File: src/hdl/dpcpa_consts.vh
// constants for the data plane configuration and port access register bank
// assumes inclusion by dpcpa_top.v and dpcpa_port_status.v
`ifndef DPCPA_CONSTS_VH
`define DPCPA_CONSTS_VH

// --------------------------------------------------------------------------
// register offsets (word index on the control register bus)
// --------------------------------------------------------------------------
`define DPCPA_OFF_REVISION  3'h0
`define DPCPA_OFF_CONTROL   3'h1
`define DPCPA_OFF_STATUS    3'h2
`define DPCPA_OFF_SETTINGS  3'h3
`define DPCPA_OFF_COMMAND   3'h4
`define DPCPA_OFF_LOW_WORD  3'h5
`define DPCPA_OFF_HIGH_WORD 3'h6

// --------------------------------------------------------------------------
// data_plane_settings fields and reset
// --------------------------------------------------------------------------
`define DPCPA_SET_SEG_HI     25
`define DPCPA_SET_SEG_LO     24
`define DPCPA_SET_HUNGRY_HI  23
`define DPCPA_SET_HUNGRY_LO  16
`define DPCPA_SET_STARVE_HI  15
`define DPCPA_SET_STARVE_LO  8
`define DPCPA_SET_WMARK_HI   7
`define DPCPA_SET_WMARK_LO   0
`define DPCPA_SET_MASK       32'h03ffffff
`define DPCPA_SET_RESET      32'h0080f00a
`define DPCPA_SEG_BASE_BYTES 10'h040

// --------------------------------------------------------------------------
// port_indirect_command fields and reset
// --------------------------------------------------------------------------
`define DPCPA_CMD_DIR        31
`define DPCPA_CMD_PHY        30
`define DPCPA_CMD_BUSY       29
`define DPCPA_CMD_OFF_HI     12
`define DPCPA_CMD_OFF_LO     3
`define DPCPA_CMD_PORT_HI    2
`define DPCPA_CMD_PORT_LO    0
`define DPCPA_CMD_RESET      32'h00000000
`define DPCPA_WORD_RESET     32'h00000000

// --------------------------------------------------------------------------
// control register fields and reset
// --------------------------------------------------------------------------
`define DPCPA_CTL_FC_HI      23
`define DPCPA_CTL_FC_LO      16
`define DPCPA_CTL_FC_MAX     8'hbf
`define DPCPA_CTL_SINK_EN    11
`define DPCPA_CTL_SRC_EN     10
`define DPCPA_CTL_ALIGN      9
`define DPCPA_CTL_DISCARD    8
`define DPCPA_CTL_CORE_RST   2
`define DPCPA_CTL_MASK       32'h00ff0fff
`define DPCPA_CTL_RESET      32'h00800000

// --------------------------------------------------------------------------
// status register layout
// --------------------------------------------------------------------------
`define DPCPA_STS_SPI_HI     31
`define DPCPA_STS_SPI_LO     21
`define DPCPA_STS_ING_HI     16
`define DPCPA_STS_ING_LO     9
`define DPCPA_STS_EGR_HI     8
`define DPCPA_STS_EGR_LO     1
`define DPCPA_STS_RESET      32'h00000000

// --------------------------------------------------------------------------
// link status codes per port
// --------------------------------------------------------------------------
`define DPCPA_ST_STARVING    2'h0
`define DPCPA_ST_HUNGRY      2'h1
`define DPCPA_ST_SATISFIED   2'h2

`endif

File: src/hdl/dpcpa_port_status.v
// per-port ingress status: starving / hungry / satisfied and tx start
// assumes free space and fill level synchronous to clk, counted in 64-bit words
`include "dpcpa_consts.vh"
`default_nettype none

module dpcpa_port_status (
  input  wire        clk,
  input  wire        reset,
  input  wire        ce,
  input  wire [10:0] free_words,
  input  wire [10:0] fill_words,
  input  wire [7:0]  hungry_thr,
  input  wire [7:0]  starve_thr,
  input  wire [7:0]  tx_wmark,
  input  wire        passthrough,
  output reg  [1:0]  link_status,
  output reg         tx_start
);

  reg [1:0] status_next;

  always @*
  begin
    if (free_words >= {3'h0, starve_thr})
      status_next = `DPCPA_ST_STARVING; // [RULE4] [RULE5]
    else if (free_words >= {3'h0, hungry_thr})
      status_next = `DPCPA_ST_HUNGRY; // [RULE3]
    else
      status_next = `DPCPA_ST_SATISFIED;
  end

  always @(posedge clk or posedge reset)
  begin
    if (reset)
    begin
      link_status <= `DPCPA_ST_SATISFIED;
      tx_start    <= 1'b0;
    end
    else if (ce)
    begin
      link_status <= status_next;
      tx_start    <= passthrough && (fill_words >= {3'h0, tx_wmark}); // [RULE6]
    end
  end

endmodule

`default_nettype wire

File: src/hdl/dpcpa_top.v
// data plane configuration registers and indirect mac/phy access engine
// assumes a word-indexed control register bus and mac cores on clk
//
// Behaviour
// [RULE1] settings change only while the data plane core is held in reset
// [RULE2] segment field 25:24 selects 64/128/256/512 byte egress segments, reset 00
// [RULE3] free space at or above hungry threshold reports hungry
// [RULE4] free space at or above starving threshold reports starving
// [RULE5] starving overrides hungry in every case
// [RULE6] pass-through transmit starts when fill reaches watermark bits 7:0
// [RULE7] command bit 31 written one starts a write of the low word
// [RULE8] command bit 31 written zero starts a read stored in data words
// [RULE9] bit 31 reads back the last written value
// [RULE10] bit 30 picks mac space at zero, phy space at one
// [RULE11] busy bit 29 sets on start, clears on completion
// [RULE12] mac accesses use the full ten-bit offset field 12:3
// [RULE13] phy accesses: upper five offset bits phy address, lower five register
// [RULE14] port select bits 2:0 choose the target network port
// [RULE15] high word holds upper 32 bits of latest statistics read, resets zero
// [RULE16] low word takes read results and supplies write data
// [RULE17] status bit 0 shows ethernet clock manager lock, read only
// [RULE18] error bits capture events and clear only where a one is written
// [RULE19] lock bits read one when unlocked, zero when locked
// [RULE20] control reset bits are active low
// [RULE21] processor reaches the bank over the control register bus at offset four
// [RULE22] software waits for busy to clear before the next access
`include "dpcpa_consts.vh"
`default_nettype none

module dpcpa_top #(
  parameter [15:0] REVISION_ID  = 16'h0000, // arbitrary value
  parameter        EIGHT_PORTS  = 1'b0,
  parameter        LOOPBACK     = 1'b0,
  parameter        ING_PASSTHRU = 1'b1,
  parameter        EGR_PASSTHRU = 1'b1
) (
  input  wire        clk,
  input  wire        reset,
  input  wire        ce,
  input  wire        reg_rd,
  input  wire        reg_wr,
  input  wire [2:0]  reg_addr,
  input  wire [31:0] reg_wdata,
  output reg  [31:0] reg_rdata,
  output reg         reg_ack,
  output reg         mac_req,
  output reg         mac_wr,
  output reg         mac_phy_sel,
  output reg  [2:0]  mac_port,
  output reg  [9:0]  mac_offset,
  output reg  [31:0] mac_wdata,
  input  wire        mac_ack,
  input  wire        mac_rd_is_stat,
  input  wire [63:0] mac_rdata,
  input  wire [87:0] ing_free_words,
  input  wire [87:0] ing_fill_words,
  output wire [15:0] ing_link_status,
  output wire [7:0]  ing_tx_start,
  output reg  [1:0]  egr_seg_code,
  output reg  [9:0]  egr_seg_bytes,
  input  wire [10:0] spi_err_evt,
  input  wire [7:0]  ing_underflow_evt,
  input  wire [7:0]  egr_overflow_evt,
  input  wire        rdclk_active,
  input  wire        tsclk_locked,
  input  wire        tdclk_locked,
  input  wire        rdclk_locked,
  input  wire        eth_clk_locked,
  output reg  [7:0]  block_reset_n,
  output reg  [7:0]  egr_fc_threshold,
  output reg         sink_enable,
  output reg         source_enable,
  output reg         phase_align_pulse,
  output reg         discard_on_error
);

  // --------------------------------------------------------------------------
  // state
  // --------------------------------------------------------------------------
  reg [31:0] settings_reg;
  reg [31:0] command_reg;
  reg [31:0] low_word_reg;
  reg [31:0] high_word_reg;
  reg [31:0] control_reg;
  reg [31:0] sticky_reg;
  reg [31:0] sticky_next;
  reg [31:0] control_next;
  reg [31:0] rdata_next;
  reg        align_prev_reg;

  wire wr_hit_settings = reg_wr && (reg_addr == `DPCPA_OFF_SETTINGS);
  wire wr_hit_command  = reg_wr && (reg_addr == `DPCPA_OFF_COMMAND);
  wire wr_hit_low      = reg_wr && (reg_addr == `DPCPA_OFF_LOW_WORD);
  wire wr_hit_control  = reg_wr && (reg_addr == `DPCPA_OFF_CONTROL);
  wire wr_hit_status   = reg_wr && (reg_addr == `DPCPA_OFF_STATUS);
  wire busy            = command_reg[`DPCPA_CMD_BUSY];
  wire core_in_reset   = ~control_reg[`DPCPA_CTL_CORE_RST]; // [RULE20]
  wire start_access    = wr_hit_command && !busy;

  wire [31:0] sticky_set = {spi_err_evt, 4'h0, ing_underflow_evt, egr_overflow_evt, 1'b0};

  // clock manager bits read one while unlocked
  function [31:0] live_status;
    input [31:0] sticky;
    begin
      live_status     = sticky;
      live_status[20] = ~rdclk_active;   // [RULE19]
      live_status[19] = ~tsclk_locked;   // [RULE19]
      live_status[18] = ~tdclk_locked;   // [RULE19]
      live_status[17] = ~rdclk_locked;   // [RULE19]
      live_status[0]  = ~eth_clk_locked; // [RULE17] [RULE19]
    end
  endfunction

  // --------------------------------------------------------------------------
  // register bus slave: one-cycle ack, registered read data
  // --------------------------------------------------------------------------
  always @*
  begin
    if (reg_addr == `DPCPA_OFF_REVISION)
      rdata_next = {REVISION_ID, 12'h000, EGR_PASSTHRU[0], ING_PASSTHRU[0],
                    LOOPBACK[0], EIGHT_PORTS[0]};
    else if (reg_addr == `DPCPA_OFF_CONTROL)
      rdata_next = control_reg;
    else if (reg_addr == `DPCPA_OFF_STATUS)
      rdata_next = live_status(sticky_reg);
    else if (reg_addr == `DPCPA_OFF_SETTINGS)
      rdata_next = settings_reg;
    else if (reg_addr == `DPCPA_OFF_COMMAND)
      rdata_next = command_reg; // [RULE9]
    else if (reg_addr == `DPCPA_OFF_LOW_WORD)
      rdata_next = low_word_reg;
    else if (reg_addr == `DPCPA_OFF_HIGH_WORD)
      rdata_next = high_word_reg;
    else
      rdata_next = 32'h00000000;
  end

  // set wins over a write-one clear in the same cycle
  always @*
  begin
    sticky_next = sticky_reg;
    if (wr_hit_status)
      sticky_next = sticky_reg & ~reg_wdata; // [RULE18]
    sticky_next = sticky_next | sticky_set;
  end

  always @*
  begin
    control_next = control_reg;
    if (wr_hit_control)
    begin
      control_next = reg_wdata & `DPCPA_CTL_MASK;
      if (reg_wdata[`DPCPA_CTL_FC_HI:`DPCPA_CTL_FC_LO] > `DPCPA_CTL_FC_MAX)
        control_next[`DPCPA_CTL_FC_HI:`DPCPA_CTL_FC_LO] = `DPCPA_CTL_FC_MAX;
    end
  end

  always @(posedge clk or posedge reset)
  begin
    if (reset)
    begin
      reg_rdata      <= 32'h00000000;
      reg_ack        <= 1'b0;
      sticky_reg     <= `DPCPA_STS_RESET;
      control_reg    <= `DPCPA_CTL_RESET;
      settings_reg   <= `DPCPA_SET_RESET;
      align_prev_reg <= 1'b0;
    end
    else if (ce)
    begin
      reg_ack    <= reg_rd || reg_wr;
      reg_rdata  <= reg_rd ? rdata_next : 32'h00000000;
      sticky_reg <= sticky_next;
      control_reg <= control_next;
      align_prev_reg <= control_reg[`DPCPA_CTL_ALIGN];
      if (wr_hit_settings && core_in_reset)
        settings_reg <= reg_wdata & `DPCPA_SET_MASK; // [RULE1]
    end
  end

  // --------------------------------------------------------------------------
  // control outputs
  // --------------------------------------------------------------------------
  always @(posedge clk or posedge reset)
  begin
    if (reset)
    begin
      block_reset_n     <= 8'h00;
      egr_fc_threshold  <= 8'h80;
      sink_enable       <= 1'b0;
      source_enable     <= 1'b0;
      phase_align_pulse <= 1'b0;
      discard_on_error  <= 1'b0;
      egr_seg_code      <= 2'h0;
      egr_seg_bytes     <= `DPCPA_SEG_BASE_BYTES;
    end
    else if (ce)
    begin
      block_reset_n     <= control_reg[7:0]; // [RULE20]
      egr_fc_threshold  <= control_reg[`DPCPA_CTL_FC_HI:`DPCPA_CTL_FC_LO];
      sink_enable       <= control_reg[`DPCPA_CTL_SINK_EN];
      source_enable     <= control_reg[`DPCPA_CTL_SRC_EN];
      phase_align_pulse <= control_reg[`DPCPA_CTL_ALIGN] && !align_prev_reg;
      discard_on_error  <= control_reg[`DPCPA_CTL_DISCARD];
      egr_seg_code      <= settings_reg[`DPCPA_SET_SEG_HI:`DPCPA_SET_SEG_LO]; // [RULE2]
      egr_seg_bytes     <= `DPCPA_SEG_BASE_BYTES <<
                           settings_reg[`DPCPA_SET_SEG_HI:`DPCPA_SET_SEG_LO]; // [RULE2]
    end
  end

  // --------------------------------------------------------------------------
  // indirect access engine
  // --------------------------------------------------------------------------
  always @(posedge clk or posedge reset)
  begin
    if (reset)
    begin
      command_reg   <= `DPCPA_CMD_RESET;
      low_word_reg  <= `DPCPA_WORD_RESET;
      high_word_reg <= `DPCPA_WORD_RESET;
      mac_req       <= 1'b0;
      mac_wr        <= 1'b0;
      mac_phy_sel   <= 1'b0;
      mac_port      <= 3'h0;
      mac_offset    <= 10'h000;
      mac_wdata     <= 32'h00000000;
    end
    else if (ce)
    begin
      if (start_access)
      begin
        command_reg <= {reg_wdata[`DPCPA_CMD_DIR], reg_wdata[`DPCPA_CMD_PHY], 1'b1, 16'h0000,
                        reg_wdata[`DPCPA_CMD_OFF_HI:`DPCPA_CMD_OFF_LO],
                        reg_wdata[`DPCPA_CMD_PORT_HI:`DPCPA_CMD_PORT_LO]}; // [RULE9] [RULE11]
        mac_req     <= 1'b1;
        mac_wr      <= reg_wdata[`DPCPA_CMD_DIR]; // [RULE7] [RULE8]
        mac_phy_sel <= reg_wdata[`DPCPA_CMD_PHY]; // [RULE10]
        mac_offset  <= reg_wdata[`DPCPA_CMD_OFF_HI:`DPCPA_CMD_OFF_LO]; // [RULE12] [RULE13]
        mac_port    <= reg_wdata[`DPCPA_CMD_PORT_HI:`DPCPA_CMD_PORT_LO]; // [RULE14]
        mac_wdata   <= low_word_reg; // [RULE7] [RULE16]
      end
      else if (mac_req && mac_ack)
      begin
        mac_req                   <= 1'b0;
        command_reg[`DPCPA_CMD_BUSY] <= 1'b0; // [RULE11]
        if (!mac_wr)
        begin
          low_word_reg <= mac_rdata[31:0]; // [RULE8] [RULE16]
          if (mac_rd_is_stat)
            high_word_reg <= mac_rdata[63:32]; // [RULE15]
        end
      end
      else if (wr_hit_low && !busy)
        low_word_reg <= reg_wdata; // [RULE16]
    end
  end

  // --------------------------------------------------------------------------
  // per-port ingress status
  // --------------------------------------------------------------------------
  genvar p;
  generate
    for (p = 0; p < 8; p = p + 1)
    begin : g_port
      dpcpa_port_status u_status (
        .clk         (clk),
        .reset       (reset),
        .ce          (ce),
        .free_words  (ing_free_words[p*11 +: 11]),
        .fill_words  (ing_fill_words[p*11 +: 11]),
        .hungry_thr  (settings_reg[`DPCPA_SET_HUNGRY_HI:`DPCPA_SET_HUNGRY_LO]),
        .starve_thr  (settings_reg[`DPCPA_SET_STARVE_HI:`DPCPA_SET_STARVE_LO]),
        .tx_wmark    (settings_reg[`DPCPA_SET_WMARK_HI:`DPCPA_SET_WMARK_LO]),
        .passthrough (ING_PASSTHRU[0]),
        .link_status (ing_link_status[p*2 +: 2]),
        .tx_start    (ing_tx_start[p])
      );
    end
  endgenerate

endmodule

`default_nettype wire

File: config.mk
export PLATFORM = sky130hd
export DESIGN_NAME = dpcpa_top
export DESIGN_NICKNAME = d
export VERILOG_FILES = /design/src/hdl/dpcpa_port_status.v /design/src/hdl/dpcpa_top.v
export VERILOG_INCLUDE_DIRS = /design/src /design/src/hdl
export SDC_FILE = /design/constraint.sdc
export NUM_CORES = 1
export LEC_CHECK = 0
export ABC_AREA = 1
export BUFFER_PORTS_ARGS = -buffer_cell sky130_fd_sc_hd__buf_4
export CAP_MARGIN = 15
export CORE_UTILIZATION = 49
export CTS_CLUSTER_SIZE = 20
export DETAILED_ROUTE_END_ITERATION = 10
export PLACE_DENSITY = 0.78
export SLEW_MARGIN = 5
export SYNTH_ARGS = -nofsm -noshare
export SYNTH_HDL_FRONTEND = slang
export SYNTH_SLANG_ARGS = --single-unit
File: constraint.sdc
create_clock -name clk -period 7.75 [get_ports clk]
set_clock_uncertainty 0.15 [all_clocks]
set_input_delay 0.775 -clock clk [delete_from_list [all_inputs] [get_ports clk]]
set_output_delay 0.775 -clock clk [all_outputs]
set_load 0.1 [all_outputs]
==> results.py <==
metrics = {
    "run_status": {
        "outcome": "completed",
    },
    "clock_tree": {
        "clock_sinks": 269,
        "clk_latency_ns": 0.55,
        "clock_tree.buffer_depth": 3,
        "cts_hold_buf": 0,
        "cts_buffers": 28,
        "post_cts_resized": 0,
        "post-cts-setup-buffers": 0,
        "htreeDepth": 1,
        "cts_root_buf": "clkbuf_16",
        "cts_tree": "built",
        "clk_pin_slew_worst_paths_ns": 0.06,
    },
    "routing": {
        "drc": 0,
        "detail_route.first_pass.iterations": 6,
        "num_vias": 17080,
        "antenna_left": 0,
        "wl_per_cell_um": 19.37,
        "vias_per_cell": 5.617,
        "drt-total-wl_mm": 58.89,
        "drt_iter0_markers": 1510,
    },
    "critical_path": {
        "crit_type": "primary input to flip-flop",
        "cp_max_fo": 92,
        "crit_path_end_kind": "flip-flop",
        "cp.arrival_ns": 3.29,
        "reg2reg_from": "command_reg[29]",
        "cp-startpoint": "ce",
        "ff2ff_path_depth": 5,
        "critPathLaunchType": "primary input",
        "worst_ep_required_time_ns": 8.02,
    },
    "sta": {
        "timing.setup.tns_ns": 0,
        "tightest_slew_ns": 1.032,
        "rsz0062_at_grt": "no",
        "finalSetupViolations": 0,
        "slew_viol_final": 0,
        "fmax_ghz": 0.3303,
        "hold_violations": 0,
        "fin_crit_sh_pct": 39.07,
        "timing.slew.headroom_pct": 31.23,
        "finalCriticalPeriod_ns": 3.028,
    },
    "placement": {
        "place_congestion": 0.9476,
        "post-dp-hpwl_mm": 44.66,
        "place.port_buffers": 444,
        "dp.cells": 2991,
    },
    "global_routing": {
        "grt_usage_pct": 32.95,
        "grt_pass1_vias": 16800,
        "grt_pass1_wl_mm": 90.82,
        "grt_max_degree": 143,
        "antenna_found_initial": 0,
        "overflow": 0,
    },
    "run": {
        "max_cap_viol_count": 0,
    },
    "synthesis": {
        "yosysTopAreaCellShare_pct": 37.10,
        "synth_seq_cells": 269,
        "yosys_warnings": 0,
        "async_flop_share_pct": 100.0,
        "synth_edf_count": 0,
        "yosysTopAreaCell": "dfrtp_1",
        "ys_top_cells_by_area": "dfrtp_1 (37%), nand2_1 (14%), ha_1 (14%)",
        "synthFlopType": "dfrtp_1",
        "ys_seq_area_share_pct": 39.89,
        "netlist_instances": 2171,
        "avgSynthCellArea_um2": 7.799,
        "netlist_area_um2": 16930,
        "synth_cell_types": 32,
    },
    "power_and_ir_drop": {
        "clock_power_share_pct": 21.4,
        "p_per_area_nw_per_um2": 292.6,
        "comb_power_share_pct": 46.3,
        "vdd_drop_max_v": 0.0003161,
        "leakage_nw": 11.23,
        "swShare_pct": 47.26,
        "p_seq_share_pct": 32.3,
        "p_sw_w": 0.002965,
        "intPower_w": 0.003309,
    },
    "floorplanning": {
        "die_h_um": 187.9,
        "start_util_pct": 50.12,
        "die_w_um": 187.9,
        "design.die.area_um2": 35300,
        "ios": 451,
        "rows": 67,
        "core_area_um2": 33780,
    },
    "layout": {
        "antenna_cells": 0,
        "final_common_cell": "nand2_1",
        "layout.nets": 3080,
        "area_growth_syn_to_layout_pct": 26.63,
        "layoutNonFillerInstCount": 3041,
        "layout_common_cells": "nand2_1 (640), buf_4 (450), dfrtp_1 (251)",
        "nFillCells": 2946,
        "drive_above_1_share_pct": 21.52,
    },
    "min_path": {
        "whs_path_depth": 3,
        "min_path_type": "primary input to flip-flop",
        "holdCritStartpoint": "ing_underflow_evt[6]",
    },
}
==> cells in the mapped netlist, types with 22 or more instances <==
master / instances
nand3_1: 58
o211ai_1: 49
a21oi_1: 77
nor2_1: 145
nor3_1: 27
nand3b_1: 24
nand4_1: 51
o21ai_0: 250
ha_1: 192
clkbuf_1: 45
mux2_2: 22
dfrtp_1: 251
o21ai_1: 25
nand2_1: 641
inv_1: 221
==> power by group through the flow <==
stage	Clock, W	Combinational (W)	Sequential, W
3_5_place_dp	0	0.00288	0.00204
5_1_grt	0.00140	0.00311	0.00206
6_report	0.00134	0.00291	0.00203
4_1_cts	0.00135	0.00289	0.00202
2_1_floorplan	0	0.00103	0.00303
3_3_place_gp	0	0.00281	0.00203
==> area by class of cell <==
type                       instances  area (um2)  share of cell area, %
multi-input combinational       1595        8951                  41.75
sequential                       269        6754                  31.50
timing repair buffer             452        3413                  15.92
inverter                         228       860.8                  4.015
clock buffer                      38       768.2                  3.583
tap                              448       560.5                  2.614
clock inverter                    11       132.6                 0.6186
==> per-layer routing <==
layer	wire length, um	up-vias	global-route usage, %
li1	-	7998	-
met1	23610	7947	42.43
met2	27080	938	54.52
met3	5313	198	5.484
met4	2885	0	14.57
met5	0	-	0
==> per-stage QoR <==
stage	worst slack, ns	util (%)	area (um2)	hold WS (ns)	total power (W)
after floorplan	3.286	-	16950	0.2857	0.004063
after global placement	4.377	60.75	20520	0.2974	0.004833
after detailed placement	4.261	60.75	20520	0.3074	0.004915
after CTS	4.765	63.42	21430	0.2775	0.006260
after global routing	4.586	63.46	21440	0.2805	0.006579
final	4.722	63.46	21440	0.2881	0.006274
==> worst paths after layout <==
kind / end / slack, ns
hold reg to reg: phase_align_pulse / 0.31
setup / recovery: settings_reg[9] / 4.72
setup reg to reg: high_word_reg[11] / 4.93
hold / removal: sticky_reg[15] / 0.29
min in group asynchronous: g_port[3].u_status.tx_start / 0.33
max in group asynchronous: mac_wdata[31] / 5.74
==> logic make-up (layout without fill, tap and decap cells) <==
family                   Yosys count  count (layout)  share of synthesized area, %
AND/OR/NAND/NOR                  960             960                         23.60
AO/OA/AOI/OAI                    408             408                         12.95
buffers and inverters            312             729                         7.412
flip-flops                       269             269                         39.89
adder cells (fa/ha/maj)          192             192                         14.19
multiplexers                      29              29                         1.929
other                              1               6                       0.02215
==> critical path: stages <==
cell and delay [ns]:
buf_4 0.39, clkinv_2 0.12, buf_4 0.44, nor2_1 0.29
nand3_2 0.71, o21ai_0 0.51
(Power assumes the default switching activity.)
